## src/scpeq_pkg.sv

```systemverilog
// package: offsets, fields, limits and error codes of the error queue block
package scpeq_pkg;

  // ----------------------------------------------------------------
  // queue and checking limits
  // ----------------------------------------------------------------
  localparam int QUEUE_DEPTH = 30;
  localparam int MSG_MAX_LEN = 80;
  localparam int PCT_MAX = 100;
  localparam int LEVEL_MAX_MV = 16000;

  // ----------------------------------------------------------------
  // register byte offsets
  // ----------------------------------------------------------------
  localparam logic [5:0] OFS_CTRL = 6'h00;
  localparam logic [5:0] OFS_ERR_POST = 6'h04;
  localparam logic [5:0] OFS_ERR_QUERY = 6'h08;
  localparam logic [5:0] OFS_STATUS = 6'h0C;
  localparam logic [5:0] OFS_ESR = 6'h10;
  localparam logic [5:0] OFS_TIMING = 6'h14;
  localparam logic [5:0] OFS_LEVEL = 6'h18;
  localparam logic [5:0] OFS_MODE = 6'h1C;
  localparam logic [5:0] OFS_QUERY = 6'h20;
  localparam logic [5:0] OFS_OUTBUF = 6'h24;

  // ----------------------------------------------------------------
  // field positions
  // ----------------------------------------------------------------
  localparam int CTRL_CLS_BIT = 0;
  localparam int CTRL_RST_BIT = 1;
  localparam int CTRL_DCL_BIT = 2;
  localparam int ESR_QYE_BIT = 2;
  localparam int ESR_DDE_BIT = 3;
  localparam int ESR_EXE_BIT = 4;
  localparam int ESR_CME_BIT = 5;
  localparam int MODE_FILT_BIT = 0;
  localparam int MODE_SINE_BIT = 1;
  localparam int MODE_BURST_BIT = 2;
  localparam int MODE_SEQ_BIT = 3;
  localparam int MODE_TRIG_BIT = 4;
  localparam int MODE_AUTO_BIT = 5;
  localparam int STAT_LOCK_BIT = 8;
  localparam int STAT_MAV_BIT = 9;

  // ----------------------------------------------------------------
  // reset values
  // ----------------------------------------------------------------
  localparam logic [5:0] MODE_RESET = 6'h00;
  localparam logic [31:0] TIMING_RESET = 32'h0000_0000;
  localparam logic [31:0] LEVEL_RESET = 32'h0000_03E8;
  localparam logic [7:0] ESR_RESET = 8'h00;

  // error kinds held in the queue; the host maps each to its message
  typedef enum logic [4:0] {
    KIND_NONE = 5'h00, KIND_CMD = 5'h01, KIND_CHAR = 5'h02,
    KIND_SYNTAX = 5'h03, KIND_SEP = 5'h04, KIND_DTYPE = 5'h05,
    KIND_PARM_EXTRA = 5'h06, KIND_PARM_MISS = 5'h07, KIND_NUM_NA = 5'h08,
    KIND_SUFFIX = 5'h09, KIND_CHDATA_NA = 5'h0A, KIND_EXEC = 5'h0B,
    KIND_CONFLICT = 5'h0C, KIND_RANGE = 5'h0D, KIND_ILLEGAL = 5'h0E,
    KIND_DEVICE = 5'h0F, KIND_MEMORY = 5'h10, KIND_QUEUE_OVF = 5'h11,
    KIND_INTERRUPTED = 5'h12
  } scpeq_kind_t;

  // signed 16-bit code returned for each kind
  function automatic logic [15:0] scpeq_code(input scpeq_kind_t k);
    case (k)
      KIND_NONE: return 16'h0000;
      KIND_CMD: return 16'hFF9C;
      KIND_CHAR: return 16'hFF9B;
      KIND_SYNTAX: return 16'hFF9A;
      KIND_SEP: return 16'hFF99;
      KIND_DTYPE: return 16'hFF98;
      KIND_PARM_EXTRA: return 16'hFF94;
      KIND_PARM_MISS: return 16'hFF93;
      KIND_NUM_NA: return 16'hFF80;
      KIND_SUFFIX: return 16'hFF7D;
      KIND_CHDATA_NA: return 16'hFF6C;
      KIND_EXEC: return 16'hFF38;
      KIND_CONFLICT: return 16'hFF23;
      KIND_RANGE: return 16'hFF22;
      KIND_ILLEGAL: return 16'hFF20;
      KIND_DEVICE: return 16'hFED4;
      KIND_MEMORY: return 16'hFEC9;
      KIND_QUEUE_OVF: return 16'hFEA2;
      KIND_INTERRUPTED: return 16'hFE66;
      default: return 16'hFF9C;
    endcase
  endfunction

endpackage

```

## src/scpeq_conflict.sv

```systemverilog
// setting conflict checks between requested and current operating modes
`timescale 1ns/1ns
module scpeq_conflict
  import scpeq_pkg::*;
(
  input wire logic [31:0] timing, // requested timing percents
  input wire logic [31:0] level, // requested amplitude and offset
  input wire logic [5:0] cur_mode, // mode now in force
  input wire logic [5:0] new_mode, // requested mode
  output logic timing_bad, // timing sum too large
  output logic level_bad, // level too large
  output logic mode_bad // mode combination refused
);
  // ----------------------------------------------------------------
  // timing and level limits
  // ----------------------------------------------------------------
  wire [9:0] pct_sum = {2'b00, timing[7:0]} + {2'b00, timing[15:8]} + {2'b00, timing[23:16]};
  wire signed [16:0] off = {level[31], level[31:16]};
  wire [16:0] off_abs = off[16] ? 17'(-off) : 17'(off);
  wire [17:0] lvl_sum = {3'b000, level[15:1]} + {1'b0, off_abs};
  assign timing_bad = pct_sum > 10'(PCT_MAX);
  assign level_bad = lvl_sum > 18'(LEVEL_MAX_MV);

  // ----------------------------------------------------------------
  // mode combinations; advance mode judged as currently set
  // ----------------------------------------------------------------
  wire filt_sine = new_mode[MODE_FILT_BIT] && new_mode[MODE_SINE_BIT];
  wire burst_seq = new_mode[MODE_BURST_BIT] && new_mode[MODE_SEQ_BIT];
  wire trig_off = cur_mode[MODE_TRIG_BIT] && !new_mode[MODE_TRIG_BIT];
  wire trig_on = !cur_mode[MODE_TRIG_BIT] && new_mode[MODE_TRIG_BIT];
  wire adv_bad = (trig_off && !cur_mode[MODE_AUTO_BIT])
              || (trig_on && cur_mode[MODE_AUTO_BIT]);
  assign mode_bad = filt_sine || burst_seq || adv_bad;
endmodule

```

## src/scpeq_err_fifo.sv

```systemverilog
// bounded oldest-first error queue with overflow replacement and lock
`timescale 1ns/1ns
module scpeq_err_fifo
  import scpeq_pkg::*;
#(
  parameter int DEPTH = QUEUE_DEPTH,
  parameter int CW = $clog2(DEPTH + 1)
) (
  input wire logic clk, // block clock
  input wire logic rst_n, // async reset, low
  input wire logic clr, // empty the queue
  input wire logic push, // new error event
  input wire scpeq_kind_t push_kind, // kind of the new error
  input wire logic pop, // remove oldest entry
  output scpeq_kind_t head_kind, // oldest entry
  output logic empty, // queue holds nothing
  output logic [CW-1:0] count, // entries held
  output logic lock // overflow lock active
);
  localparam int PW = $clog2(DEPTH);

  scpeq_kind_t mem [DEPTH];
  logic [PW-1:0] wr_ptr_reg, wr_ptr_next, rd_ptr_reg, rd_ptr_next;
  logic [CW-1:0] count_reg, count_next;
  logic lock_reg, lock_next;

  function automatic logic [PW-1:0] ptr_inc(input logic [PW-1:0] p);
    return (p == PW'(DEPTH - 1)) ? '0 : p + 1'b1;
  endfunction

  // ----------------------------------------------------------------
  // push, pop and overflow decisions
  // ----------------------------------------------------------------
  wire full = (count_reg == CW'(DEPTH));
  wire do_pop = pop && (count_reg != '0);
  wire do_push = push && !lock_reg && !clr;
  wire do_store = do_push && (!full || do_pop);
  wire do_ovf = do_push && full && !do_pop;
  wire [PW-1:0] last_ptr = (wr_ptr_reg == '0) ? PW'(DEPTH - 1) : wr_ptr_reg - 1'b1;

  // next state; a read frees the slot and drops the lock
  always_comb begin
    if (clr) begin
      wr_ptr_next = '0;
      rd_ptr_next = '0;
      count_next = '0;
      lock_next = 1'b0;
    end else begin
      wr_ptr_next = do_store ? ptr_inc(wr_ptr_reg) : wr_ptr_reg;
      rd_ptr_next = do_pop ? ptr_inc(rd_ptr_reg) : rd_ptr_reg;
      count_next = count_reg + CW'(do_store) - CW'(do_pop);
      lock_next = do_ovf ? 1'b1 : (do_pop ? 1'b0 : lock_reg);
    end
  end

  // pointer state
  always_ff @(posedge clk or negedge rst_n) begin
    if (!rst_n) begin
      wr_ptr_reg <= '0;
      rd_ptr_reg <= '0;
      count_reg <= '0;
      lock_reg <= 1'b0;
    end else begin
      wr_ptr_reg <= wr_ptr_next;
      rd_ptr_reg <= rd_ptr_next;
      count_reg <= count_next;
      lock_reg <= lock_next;
    end
  end

  // storage has no reset; the pointers decide what is valid
  always_ff @(posedge clk) begin
    if (do_store) begin
      mem[wr_ptr_reg] <= push_kind;
    end else if (do_ovf) begin
      mem[last_ptr] <= KIND_QUEUE_OVF;
    end
  end

  assign head_kind = mem[rd_ptr_reg];
  assign empty = (count_reg == '0);
  assign count = count_reg;
  assign lock = lock_reg;
endmodule

```

## src/scpeq_top.sv

```systemverilog
// error queue, output buffer and setting checks of the command interpreter
// ----------------------------------------------------------------
// Summary of operation
// - an invalid command posts an error entry without any host request
// - each error query removes and returns exactly one entry
// - entries come back oldest first
// - an empty queue answers code 0, no error
// - a 31st error overwrites the newest entry with -350
// - after overflow all errors are dropped until one entry is read
// - reset and clear-status empty the queue
// - the reset command leaves the queue untouched
// - an entry is a signed code plus a message of up to 80 characters
// - command errors -100 to -104 by syntax fault
// - -108 too many parameters, -109 missing parameter
// - -128 numeric, -131 suffix, -148 character data not allowed
// - -222 out of range, -224 illegal discrete value
// - pulse or ramp timing over 100 percent gives -221
// - half amplitude plus absolute offset over 16 V gives -221
// - filter with built-in sine gives -221
// - burst with sequence gives -221
// - trigger mode change against sequence advance gives -221
// - -200 execution, -300 device, -311 memory fault
// - query into an occupied output buffer gives -410, old data kept
// - reset and device clear empty the output buffer
// - command errors also set event status bit 5
// ----------------------------------------------------------------
`timescale 1ns/1ns
module scpeq_top
  import scpeq_pkg::*;
(
  input wire logic MCLK, // 10 MHz block clock
  input wire logic RESETN, // async reset, active low
  input wire logic [5:0] AVS_ADDRESS, // byte address
  input wire logic AVS_READ, // read request
  input wire logic AVS_WRITE, // write request
  input wire logic [31:0] AVS_WRITEDATA, // write data
  input wire logic [3:0] AVS_BYTEENABLE, // byte lanes
  output logic [31:0] AVS_READDATA, // read data, registered
  output logic AVS_WAITREQUEST, // stall until answered
  output logic ERR_PENDING, // error queue not empty
  output logic MAV // output buffer holds a response
);
  localparam int CW = $clog2(QUEUE_DEPTH + 1);

  // ----------------------------------------------------------------
  // bus handshake: every access takes two cycles
  // ----------------------------------------------------------------
  logic ack_reg;
  logic [31:0] rdata_reg, rdata_next;
  logic rd_ok_reg, rd_ok_next;
  wire req = AVS_READ || AVS_WRITE;
  wire rd_acc = AVS_READ && ack_reg;
  wire wr_acc = AVS_WRITE && ack_reg;

  // address decode
  wire sel_ctrl = (AVS_ADDRESS == OFS_CTRL);
  wire sel_post = (AVS_ADDRESS == OFS_ERR_POST);
  wire sel_equery = (AVS_ADDRESS == OFS_ERR_QUERY);
  wire sel_status = (AVS_ADDRESS == OFS_STATUS);
  wire sel_esr = (AVS_ADDRESS == OFS_ESR);
  wire sel_timing = (AVS_ADDRESS == OFS_TIMING);
  wire sel_level = (AVS_ADDRESS == OFS_LEVEL);
  wire sel_mode = (AVS_ADDRESS == OFS_MODE);
  wire sel_query = (AVS_ADDRESS == OFS_QUERY);
  wire sel_outbuf = (AVS_ADDRESS == OFS_OUTBUF);

  // byte-lane merge for the setting registers
  wire [31:0] be_mask = {{8{AVS_BYTEENABLE[3]}}, {8{AVS_BYTEENABLE[2]}},
                         {8{AVS_BYTEENABLE[1]}}, {8{AVS_BYTEENABLE[0]}}};

  // ----------------------------------------------------------------
  // state registers
  // ----------------------------------------------------------------
  logic [5:0] mode_reg, mode_next;
  logic [31:0] timing_reg, timing_next;
  logic [31:0] level_reg, level_next;
  logic [7:0] esr_reg, esr_next;
  logic [31:0] ob_data_reg, ob_data_next;
  logic ob_valid_reg, ob_valid_next;

  wire [31:0] timing_req = (timing_reg & ~be_mask) | (AVS_WRITEDATA & be_mask);
  wire [31:0] level_req = (level_reg & ~be_mask) | (AVS_WRITEDATA & be_mask);
  wire [31:0] mode_word = ({26'h000_0000, mode_reg} & ~be_mask) | (AVS_WRITEDATA & be_mask);
  wire [5:0] mode_req = mode_word[5:0];

  // ----------------------------------------------------------------
  // commands carried by writes
  // ----------------------------------------------------------------
  wire wr_ctrl = wr_acc && sel_ctrl;
  wire do_cls = wr_ctrl && AVS_WRITEDATA[CTRL_CLS_BIT];
  wire do_rst = wr_ctrl && AVS_WRITEDATA[CTRL_RST_BIT];
  wire do_dcl = wr_ctrl && AVS_WRITEDATA[CTRL_DCL_BIT];

  // setting checks
  logic timing_bad, level_bad, mode_bad;
  scpeq_conflict u_conflict (
    .timing(timing_req),
    .level(level_req),
    .cur_mode(mode_reg),
    .new_mode(mode_req),
    .timing_bad(timing_bad),
    .level_bad(level_bad),
    .mode_bad(mode_bad)
  );
  wire wr_timing = wr_acc && sel_timing;
  wire wr_level = wr_acc && sel_level;
  wire wr_mode = wr_acc && sel_mode;
  wire conflict = (wr_timing && timing_bad) || (wr_level && level_bad)
               || (wr_mode && mode_bad);

  // queries aimed at the output buffer
  wire wr_query = wr_acc && sel_query;
  wire query_intr = wr_query && ob_valid_reg;
  wire rd_outbuf = rd_acc && sel_outbuf;

  // error posted by the parser or the execution logic; zero means none
  wire [4:0] post_raw = AVS_WRITEDATA[4:0];
  wire post_known = (post_raw <= KIND_INTERRUPTED);
  wire scpeq_kind_t post_kind = post_known ? scpeq_kind_t'(post_raw) : KIND_CMD;
  wire wr_post = wr_acc && sel_post && (post_raw != 5'h00);

  // one error source per access, so the sources never collide
  wire push = wr_post || conflict || query_intr;
  wire scpeq_kind_t push_kind = conflict ? KIND_CONFLICT
                              : (query_intr ? KIND_INTERRUPTED : post_kind);
  wire [15:0] push_code = scpeq_code(push_kind);
  wire signed [15:0] push_scode = $signed(push_code);
  wire cls_cmd = push && (push_scode <= -16'sd100) && (push_scode > -16'sd200);
  wire cls_exe = push && (push_scode <= -16'sd200) && (push_scode > -16'sd300);
  wire cls_dde = push && (push_scode <= -16'sd300);

  // ----------------------------------------------------------------
  // error queue
  // ----------------------------------------------------------------
  scpeq_kind_t head_kind;
  logic q_empty, q_lock;
  logic [CW-1:0] q_count;
  wire pop_err = rd_acc && sel_equery && rd_ok_reg;
  scpeq_err_fifo #(
    .DEPTH(QUEUE_DEPTH),
    .CW(CW)
  ) u_fifo (
    .clk(MCLK),
    .rst_n(RESETN),
    .clr(do_cls),
    .push(push),
    .push_kind(push_kind),
    .pop(pop_err),
    .head_kind(head_kind),
    .empty(q_empty),
    .count(q_count),
    .lock(q_lock)
  );

  // ----------------------------------------------------------------
  // read mux, latched at the first cycle of an access
  // ----------------------------------------------------------------
  // entry word: code in the low half, message number above it
  wire [31:0] entry_word = q_empty ? 32'h0000_0000
    : {11'h000, head_kind, scpeq_code(head_kind)};
  wire [31:0] status_word = {22'h00_0000, ob_valid_reg, q_lock, 3'b000, q_count};

  always_comb begin
    rdata_next = 32'h0000_0000;
    rd_ok_next = 1'b0;
    if (sel_equery) begin
      rdata_next = entry_word;
      rd_ok_next = !q_empty;
    end else if (sel_status) begin
      rdata_next = status_word;
    end else if (sel_esr) begin
      rdata_next = {24'h00_0000, esr_reg};
    end else if (sel_timing) begin
      rdata_next = timing_reg;
    end else if (sel_level) begin
      rdata_next = level_reg;
    end else if (sel_mode) begin
      rdata_next = {26'h000_0000, mode_reg};
    end else if (sel_outbuf) begin
      rdata_next = ob_valid_reg ? ob_data_reg : 32'h0000_0000;
      rd_ok_next = ob_valid_reg;
    end
  end

  // ----------------------------------------------------------------
  // settings: refused on conflict, restored by the reset command
  // ----------------------------------------------------------------
  always_comb begin
    timing_next = timing_reg;
    level_next = level_reg;
    mode_next = mode_reg;
    if (do_rst) begin
      timing_next = TIMING_RESET;
      level_next = LEVEL_RESET;
      mode_next = MODE_RESET;
    end else if (wr_timing && !timing_bad) begin
      timing_next = timing_req;
    end else if (wr_level && !level_bad) begin
      level_next = level_req;
    end else if (wr_mode && !mode_bad) begin
      mode_next = mode_req;
    end
  end

  // event status: set wins over the destructive read and clear-status
  wire esr_clr = do_cls || (rd_acc && sel_esr);
  wire qye_set = rd_outbuf && !rd_ok_reg;
  wire [7:0] esr_set = ({7'h00, cls_cmd} << ESR_CME_BIT)
                     | ({7'h00, cls_exe} << ESR_EXE_BIT)
                     | ({7'h00, cls_dde} << ESR_DDE_BIT)
                     | ({7'h00, qye_set} << ESR_QYE_BIT);
  assign esr_next = (esr_clr ? ESR_RESET : esr_reg) | esr_set;

  // output buffer: one response, never overwritten while unread
  always_comb begin
    ob_data_next = ob_data_reg;
    ob_valid_next = ob_valid_reg;
    if (do_dcl || do_cls) begin
      ob_valid_next = 1'b0;
    end else if (wr_query && !ob_valid_reg) begin
      ob_data_next = AVS_WRITEDATA;
      ob_valid_next = 1'b1;
    end else if (rd_outbuf && rd_ok_reg) begin
      ob_valid_next = 1'b0;
    end
  end

  // bus state
  always_ff @(posedge MCLK or negedge RESETN) begin
    if (!RESETN) begin
      ack_reg <= 1'b0;
      rdata_reg <= 32'h0000_0000;
      rd_ok_reg <= 1'b0;
    end else begin
      ack_reg <= req && !ack_reg;
      if (AVS_READ && !ack_reg) begin
        rdata_reg <= rdata_next;
        rd_ok_reg <= rd_ok_next;
      end
    end
  end

  // block state; power-up empties both buffers
  always_ff @(posedge MCLK or negedge RESETN) begin
    if (!RESETN) begin
      mode_reg <= MODE_RESET;
      timing_reg <= TIMING_RESET;
      level_reg <= LEVEL_RESET;
      esr_reg <= ESR_RESET;
      ob_data_reg <= 32'h0000_0000;
      ob_valid_reg <= 1'b0;
    end else begin
      mode_reg <= mode_next;
      timing_reg <= timing_next;
      level_reg <= level_next;
      esr_reg <= esr_next;
      ob_data_reg <= ob_data_next;
      ob_valid_reg <= ob_valid_next;
    end
  end

  assign AVS_WAITREQUEST = req && !ack_reg;
  assign AVS_READDATA = rdata_reg;
  assign ERR_PENDING = !q_empty;
  assign MAV = ob_valid_reg;

  // ----------------------------------------------------------------
  // checks
  // ----------------------------------------------------------------
  AST_POP_ONE: assert property (@(posedge MCLK) disable iff (!RESETN)
    pop_err |=> q_count == $past(q_count) - CW'(1))
    else $error("error query did not remove one entry");

  AST_EMPTY_NOERR: assert property (@(posedge MCLK) disable iff (!RESETN)
    (rd_acc && sel_equery && !rd_ok_reg) |-> AVS_READDATA == 32'h0000_0000)
    else $error("empty queue did not answer no error");

  AST_OVF_LOCK: assert property (@(posedge MCLK) disable iff (!RESETN)
    (push && !q_lock && !do_cls && q_count == CW'(QUEUE_DEPTH))
    |=> q_lock && q_count == CW'(QUEUE_DEPTH))
    else $error("overflow did not lock a full queue");

  AST_DISCARD: assert property (@(posedge MCLK) disable iff (!RESETN)
    (q_lock && push && !do_cls) |=> $stable(q_count) && q_lock)
    else $error("error stored while queue locked");

  AST_CLS_EMPTY: assert property (@(posedge MCLK) disable iff (!RESETN)
    do_cls |=> q_empty && !q_lock && !MAV && esr_reg == ESR_RESET)
    else $error("clear-status left queue entries");

  AST_RST_KEEP: assert property (@(posedge MCLK) disable iff (!RESETN)
    (do_rst && !do_cls) |=> $stable(q_count) && mode_reg == MODE_RESET)
    else $error("reset command changed the queue");

  AST_CME_SET: assert property (@(posedge MCLK) disable iff (!RESETN)
    cls_cmd |=> esr_reg[ESR_CME_BIT])
    else $error("command error did not set event bit");

  AST_KEEP_RESP: assert property (@(posedge MCLK) disable iff (!RESETN)
    (query_intr && !do_cls) |=> $stable(ob_data_reg) && ob_valid_reg && !q_empty)
    else $error("occupied output buffer was overwritten");

  AST_DCL_EMPTY: assert property (@(posedge MCLK) disable iff (!RESETN)
    do_dcl |=> !MAV)
    else $error("device clear left a response");

  AST_TIMING_HOLD: assert property (@(posedge MCLK) disable iff (!RESETN)
    (wr_timing && timing_bad) |=> $stable(timing_reg) && !q_empty)
    else $error("conflicting timing was applied");

  AST_ANSWER: assert property (@(posedge MCLK) disable iff (!RESETN)
    (req && !ack_reg) |-> AVS_WAITREQUEST ##1 (!req || !AVS_WAITREQUEST))
    else $error("bus access not answered in two cycles");

  AST_POST_STORE: assert property (@(posedge MCLK) disable iff (!RESETN)
    (wr_post && !q_lock && q_count != CW'(QUEUE_DEPTH)) |=> q_count == $past(q_count) + CW'(1))
    else $error("posted error was not stored");

  AST_UNLOCK: assert property (@(posedge MCLK) disable iff (!RESETN)
    (pop_err && q_lock) |=> !q_lock && q_count == CW'(QUEUE_DEPTH - 1))
    else $error("reading an entry did not release the lock");

  AST_ENTRY_CODE: assert property (@(posedge MCLK) disable iff (!RESETN)
    (rd_acc && sel_equery && rd_ok_reg) |-> AVS_READDATA[15] && AVS_READDATA[31:21] == 11'h000)
    else $error("queue entry is not a negative code");

  AST_EXE_SET: assert property (@(posedge MCLK) disable iff (!RESETN)
    cls_exe |=> esr_reg[ESR_EXE_BIT])
    else $error("execution error did not set event bit");

  AST_DDE_SET: assert property (@(posedge MCLK) disable iff (!RESETN)
    cls_dde |=> esr_reg[ESR_DDE_BIT])
    else $error("device error did not set event bit");

  AST_LEVEL_HOLD: assert property (@(posedge MCLK) disable iff (!RESETN)
    (wr_level && level_bad) |=> $stable(level_reg) && !q_empty)
    else $error("conflicting level was applied");

  AST_MODE_HOLD: assert property (@(posedge MCLK) disable iff (!RESETN)
    (wr_mode && mode_bad) |=> $stable(mode_reg) && !q_empty)
    else $error("conflicting mode was applied");
endmodule

```

## config.mk

```make
export PLATFORM = sky130hd
export DESIGN_NAME = scpeq_top
export DESIGN_NICKNAME = d
export VERILOG_FILES = /design/src/scpeq_pkg.sv /design/src/scpeq_conflict.sv /design/src/scpeq_err_fifo.sv /design/src/scpeq_top.sv
export SDC_FILE = /design/constraint.sdc
export NUM_CORES = 1
export LEC_CHECK = 0
export ABC_AREA = 1
export BUFFER_PORTS_ARGS = -buffer_cell sky130_fd_sc_hd__buf_4
export CORE_ASPECT_RATIO = 1.4
export CORE_MARGIN = 2
export CORE_UTILIZATION = 50
export DETAILED_ROUTE_END_ITERATION = 8
export HOLD_SLACK_MARGIN = 0.1
export PLACE_DENSITY = 0.65
export REMOVE_ABC_BUFFERS = 1
export SYNTH_ARGS = -nofsm -noshare
export SYNTH_HDL_FRONTEND = slang
export SYNTH_SLANG_ARGS = --single-unit
```

## constraint.sdc

```tcl
create_clock -name MCLK -period 5.4 [get_ports MCLK]
set_clock_uncertainty 0.15 [all_clocks]
set_input_delay 0.27 -clock MCLK [delete_from_list [all_inputs] [get_ports MCLK]]
set_output_delay 0.27 -clock MCLK [all_outputs]
set_load 0.02 [all_outputs]
```

**Yosys cells after proc, flatten, opt, wreduce, memory -nomap -nowiden**

Memories as Yosys holds them, arrays and structs flattened.
Cells that the tools add are included.
W data, S select, Z words.

- Memory bits (read-only): 1024
- Register bits: 161
- Output and inout bits: 35
- Bits in writable memories: 150
- Memories: 3
- Word-level logic and storage cells: 198

Memory list:

| name | depth | width | read ports | clocked after Yosys merged registers in | wr ports | RTL line | text |
|---|---|---|---|---|---|---|---|
| (no name shown) | 32 | 16 | 1 | 0 | 0 | scpeq_pkg.sv:66 | `case (k)` |
| (no name shown) | 32 | 16 | 1 | 0 | 0 | scpeq_pkg.sv:66 |  |
| u_fifo.mem | 30 | 5 | 1 | 0 | 1 | scpeq_err_fifo.sv:22 | `scpeq_kind_t mem [DEPTH];` |

- Bitwise logic cells: 13
- Magnitude comparators: 8
- Eq/ne operators: 14
- Add/subtract/negate cells: 9
- Reductions and logical operators: 86
- Mux-type cells: 52

Operators by type and width:

| operator | number |
|---|---|
| $mux W32 | 13 |
| $and A32 B32 Y32 | 3 |
| $mux W5 | 13 |
| $or A32 B32 Y32 | 2 |
| $logic_and A1 B1 Y1 | 45 |
| $not A32 Y32 | 1 |
| $eq A6 B5 Y1 const B | 4 |
| $mux W6 | 4 |
| $mux W21 | 1 |
| $mux W1 | 19 |
| $add A15 B17 Y18 | 1 |
| $gt A18 B14 Y1 const B | 1 |
| $mux W17 | 1 |
| $neg A16 Y17 | 1 |
| $gt A16 B10 Y1 const B | 1 |
| $gt A16 B9 Y1 const B | 1 |
| $le A16 B10 Y1 const B | 1 |
| $le A16 B8 Y1 const B | 1 |
| $le A16 B9 Y1 const B | 1 |
| $eq A5 B5 Y1 const B | 3 |
| $logic_not A1 Y1 | 14 |
| $eq A6 B4 Y1 const B | 2 |
| $eq A6 B6 Y1 const B | 2 |
| $logic_or A1 B1 Y1 | 11 |
| 26 further kinds | 36 |

**Logic depth before layout (Yosys ltp)**

- Depth in word-level cells: 21
- Depth in mapped cells: 44
- Gate-level depth less buffers: 42

**Hierarchy**

A second synthesis with hierarchy kept.

- Cell total of the unflattened synthesis: 2094
- Area, all modules: 17364.2 µm²

Modules (own cells, without submodules):

| module | cells each | times used | area each (µm²) | sequential area each (µm²) |
|---|---|---|---|---|
| scpeq_top | 1014 | 1 | 7838.8 | 3535.9 |
| scpeq_err_fifo | 734 | 1 | 7597.3 | 4904.7 |
| scpeq_conflict | 346 | 1 | 1928.1 | 0.0 |

**Worst setup path before layout**

Ideal clock, no wire load.

- Kind: input to register
- Start point: input AVS_BYTEENABLE[1]
- End point: register esr_reg[4]
- Setup slack: 0.292 ns
- Required time: 5.126 ns
- Arrival time: 4.834 ns
- Path buffers: 2
- Stages: 34
- Cell sequence: clkbuf_1 > nand2_1 > o21ai_0 > ha_1 > inv_1 > fa_1 > o21ai_0 > a21oi_1 > o21ai_0 > xor2_1 > ha_1 > nand2_1 > inv_1 > a21oi_1 > nand2_1 > or2_0 > nand2_1 > nand3_1 > a21oi_2 > buf_2 > nand2_1 > nor2_2 > inv_1 > ha_1 > nand4_2 > nor2_1 > nand2_2 > nand3_1 > nor2_1 > inv_1 > nor2_1 > nand3_1 > nand2_1 > o21bai_1

- Word-level cells in the longest chain between the ends: 18
- Elaborated cells on any way between the ends: 27

Ends and longest elaborated chain:

| what | RTL line | text |
|---|---|---|
| from (decl) | scpeq_top.sv:37 | `input wire logic [3:0] AVS_BYTEENABLE,` |
| $not A32 Y32 | -- |  |
| $and A32 B32 Y32 | scpeq_top.sv:81 | `wire [31:0] timing_req = (timing_reg & ~be_mask) \| (AVS_WRITEDATA & be_mask);` |
| $or A32 B32 Y32 | scpeq_top.sv:81 |  |
| $add A8 B8 Y9 | scpeq_conflict.sv:17 | `wire [9:0] pct_sum = {2'b00, timing[7:0]} + {2'b00, timing[15:8]} + {2'b00, timing[23:16]};` |
| $add A10 B8 Y10 | scpeq_conflict.sv:17 |  |
| $gt A10 B7 Y1 | scpeq_conflict.sv:21 | `assign timing_bad = pct_sum > 10'(PCT_MAX);` |
| $logic_and A1 B1 Y1 | scpeq_top.sv:108 | `wire conflict = (wr_timing && timing_bad) \|\| (wr_level && level_bad)` |
| $logic_or A1 B1 Y1 (*) | scpeq_top.sv:108 |  |
| [... 3 more ...] | -- |  |
| $le A16 B9 Y1 | scpeq_top.sv:129 | `wire cls_exe = push && (push_scode <= -16'sd200) && (push_scode > -16'sd300);` |
| $logic_and A1 B1 Y1 | scpeq_top.sv:129 |  |
| $logic_and A1 B1 Y1 (*) | scpeq_top.sv:129 |  |
| $or A6 B5 Y6 (*) | scpeq_top.sv:209 | `\| ({7'h00, cls_exe} << ESR_EXE_BIT)` |
| $or A6 B4 Y6 (*) | scpeq_top.sv:210 | `\| ({7'h00, cls_dde} << ESR_DDE_BIT)` |
| $or A6 B3 Y6 (*) | scpeq_top.sv:211 | `\| ({7'h00, qye_set} << ESR_QYE_BIT);` |
| $or A8 B6 Y8 (*) | scpeq_top.sv:212 | `assign esr_next = (esr_clr ? ESR_RESET : esr_reg) \| esr_set;` |
| via esr_next[4] | scpeq_top.sv:77 | `logic [7:0] esr_reg, esr_next;` |
| to (signal assigned) | scpeq_top.sv:256 | `esr_reg <= esr_next;` |
| to (decl) | scpeq_top.sv:77 |  |

Mark *: on every way through the listed nets, which the timed path passes. The rest lies on a longest branch.
A chain may end at the register's enable or synchronous reset.

**Worst setup path after layout**

- Start point: input AVS_BYTEENABLE[2]
- End point: register esr_reg[4]

- Word-level cells in the longest chain between the ends: 19
- Elaborated cells on any way between the ends: 28

Ends and longest elaborated chain:

| what | RTL line | text |
|---|---|---|
| $not A32 Y32 | -- |  |
| $and A32 B32 Y32 | scpeq_top.sv:82 | `wire [31:0] level_req = (level_reg & ~be_mask) \| (AVS_WRITEDATA & be_mask);` |
| $or A32 B32 Y32 | scpeq_top.sv:82 |  |
| $neg A16 Y17 | scpeq_conflict.sv:19 | `wire [16:0] off_abs = off[16] ? 17'(-off) : 17'(off);` |
| $mux W17 | scpeq_conflict.sv:19 |  |
| $add A15 B17 Y18 | scpeq_conflict.sv:20 | `wire [17:0] lvl_sum = {3'b000, level[15:1]} + {1'b0, off_abs};` |
| $gt A18 B14 Y1 | scpeq_conflict.sv:22 | `assign level_bad = lvl_sum > 18'(LEVEL_MAX_MV);` |
| $logic_and A1 B1 Y1 | scpeq_top.sv:108 |  |
| [... 4 more ...] | -- |  |
| $le A16 B9 Y1 | scpeq_top.sv:129 |  |
| $logic_and A1 B1 Y1 | scpeq_top.sv:129 |  |
| $logic_and A1 B1 Y1 (*) | scpeq_top.sv:129 |  |
| $or A6 B5 Y6 (*) | scpeq_top.sv:209 |  |
| $or A6 B4 Y6 (*) | scpeq_top.sv:210 |  |
| $or A6 B3 Y6 (*) | scpeq_top.sv:211 |  |
| $or A8 B6 Y8 (*) | scpeq_top.sv:212 |  |
| via esr_next[4] | scpeq_top.sv:77 |  |

Marks and branches as above.

==> summary.txt <==
Synthesis
  • Post-synth EDFFs: 150
  • Dominant synthesized flop cell: dfrtp_1
  • Synth Warn #: 0
  • Asr flop ratio synth: 51.1%
  • Count of state elements after synthesis: 307
  • Largest cells by area after synthesis: edfxtp_1, dfrtp_1, nand2_1
  • Library cells used by synthesis: 57
  • Cell accounting for the most synthesized area: edfxtp_1
  • Gate Count Post-Synth: 2,019
  • Post-synthesis sequential area ratio: 49.6%
  • Synth Cell Area: 17,000 µm²
  • Syn Area/Cell: 8.43 µm²
  • Yosys top cell area share: 26.5%

Global route
  • Most used routing layer: met2
  • Global routing usage on met2: 55.6%
  • Met1 Resource Use GR: 31.7%
  • GRT Total Usage: 29.2%
  • Vias in the first global route: 15,100
  • Initial antenna violation count: 0
  • GR Util met3: 3.23%
  • First-pass GRT wire length: 81,000 µm
  • Grt ovf: 0
  • Largest net degree at the start of global routing: 73

Timing
  • Setup violators final: 0
  • Hold Fails Final Rpt: 0
  • Min Tclk post-route: 5040 ps
  • Fmax: 198 MHz
  • Slew Limit Fails: 0
  • Worst slew margin: 27.4%
  • Worst-margin pin slew: 1090 ps
  • RSZ-0062 raised after global routing: yes
  • Hold WS: 141 ps
  • Period utilization: 93.4%

CTS
  • H-Tree Depth: 1
  • Sink Count: 307
  • CTS tree: built
  • Clock Latency Late Sink: 580 ps
  • Num CTS Buffers: 31
  • Max Root-Sink Buffers: 3
  • CTS Root Cell: clkbuf_16
  • CTS clk-pin slew, worst paths: 60 ps

Worst setup path
  • Setup crit end kind: register
  • Maximum fanout along the worst path: 13
  • Critical Path AT: 5380 ps
  • Startpoint type of the worst setup path: input pin
  • Required time of the critical path: 5740 ps
  • Most used cell, CP: nand2_1
  • Worst path slowest cell: dlygate4sd3_1
  • Largest stage delay, worst path: 560 ps
  • Crit Path Class: input pin to register

Hold path
  • Worst Hold Class: input pin to async pin

Final layout
  • Diodes inserted: 0
  • Final #Nets: 2,290
  • Leading cell types in the layout, fill and taps excluded: nand2_1, inv_1, nor2_1, o21ai_0, buf_4
  • Share of layout cells above drive strength 1: 14.0%
  • Final Cell Area: 20,200 µm²
  • Commonest non-fill, non-tap cell in the layout: nand2_1
  • Max reg flops: 150
  • Area grow syn2layout: 18.5%
  • Fill cell count: 3,059
  • Biggest register: u_fifo.mem

Die
  • DIE HEIGHT: 222 µm
  • Die ar.: 35,600 µm²
  • Starting density of the core: 50.3%
  • Core area: 33,800 µm²
  • Io pins: 81
  • FP Rows: 80
  • Die X: 160 µm

Routing
  • Total number of vias: 15,000
  • Final antenna-violating net count: 0
  • Router iterations before antenna repair: 6
  • Drt drc: 0
  • Routed WL per cell: 19.7 µm
  • Mean number of vias per cell: 5.64
  • DRT iter0 DRCs: 1,238
  • WL final: 52,500 µm

Run status
  • Outcome: complete, no violations

Pwr
  • Max IR drop VDD: 0.290 mV
  • Leakage: 9.30 nW
  • PD cells: 316 nW/µm²

Placed design
  • Port Buffers: 80
  • GPL Wtd Cong: 0.994
  • DP Area: 18,500 µm²
  • DPL Wire Length: 37,900 µm

Flow run
  • Max-cap violation count: 0
## cell type report
| type | count | area, µm² | share of cell area, % |
|---|---|---|---|
| clock inverters | 18 | 200 | 0.992 |
| clock buffers | 40 | 830 | 4.11 |
| flip-flops and latches | 307 | 8440 | 41.8 |
| multi-input cells | 1346 | 7300 | 36.2 |
| well taps | 451 | 564 | 2.80 |
| repair buffers | 208 | 1740 | 8.61 |
| inverters | 292 | 1100 | 5.46 |
## cell families (layout without fill, tap and decap cells)
kind of cell / count (synthesis) / in the layout / share of synthesized area, %
adder cells (fa/ha/maj): 58 / 58 / 4.44
flip-flops: 307 / 307 / 49.6
AO/OA/AOI/OAI: 475 / 475 / 16.0
buffers and inverters: 366 / 558 / 8.28
XOR/XNOR: 25 / 25 / 1.33
multiplexers: 16 / 16 / 1.06
AND/OR/NAND/NOR: 772 / 772 / 19.3
## through the flow
step | total power, W | setup TNS [ps] | setup slack (ps) | utilization (%) | cells
floorplan | 0.00365 | 0 | 199 | - | 1945
global placement | 0.00412 | 0 | 138 | 54.7 | 2556
detailed placement | 0.00415 | 0 | 51.6 | 54.7 | 2556
CTS | 0.00637 | 0 | 117 | 59.1 | 2658
global route | 0.00669 | -148 | -18.6 | 59.6 | 2662
finish | 0.00638 | 0 | 359 | 59.6 | 2662
## path summary, 6_finish.rpt
| check | slack [ps] | to | from | cells past startpoint |
|---|---|---|---|---|
| max | 360 | esr_reg[4] | AVS_BYTEENABLE[2] | 39 |
| min | 140 | AVS_READDATA[29] | RESETN | 3 |
| max reg2reg | 410 | esr_reg[4] | level_reg[16] | 38 |
| min reg2reg | 340 | AVS_READDATA[23] | AVS_READDATA[23] | 2 |
| max in group asynchronous | 4250 | ob_data_reg[0] | RESETN | 3 |
| min in group MCLK | 210 | u_fifo.count[1] | AVS_ADDRESS[0] | 7 |
## critical path, delay by kind of cell
family                     cells  cell delay, ps
adders and majority gates      2             590
buffers and inverters          8            1460
AOI/OAI and AO/OA              3             390
and+or+nand+nor               25            2520
xor gates and xnor gates       1             130
## where the power goes
| group | internal [W] | switching, W |
|---|---|---|
| Sequential | 0.00258 | 0.000101 |
| Clock | 0.00127 | 0.000919 |
| Combinational | 0.000542 | 0.000962 |
## per-layer routing
| layer | vias up | part of all wire [%] |
|---|---|---|
| li1 | 7187 | - |
| met2 | 488 | 53 |
| met4 | 0 | 5.3 |
| met5 | - | 0 |
| met1 | 7188 | 37 |
| met3 | 145 | 4.7 |
## cells in the mapped netlist, drive strengths merged, types with 5 or more instances
library cell,n
o22ai,74
dfrtp,151
nand4,28
ha,54
xnor2,6
nand2,362
buf,16
o221ai,13
o21ai,221
o211ai,10
nand3b,6
edfxtp,150
dfstp,6
xor2,19
a21oi,102
nand3,120
nor2,237
a31oi,14
inv,290
o21a,5
clkbuf,58
mux2,16
nor3,11
a221oi,20
## repair_timing
action	CTS	global route
hold buffers	44	0
buffers inserted	0	4
gates resized for setup	0	49
hold endpoints to repair	149	0
setup endpoints to repair	0	154
No activity file was read; power rests on OpenSTA's default activity.
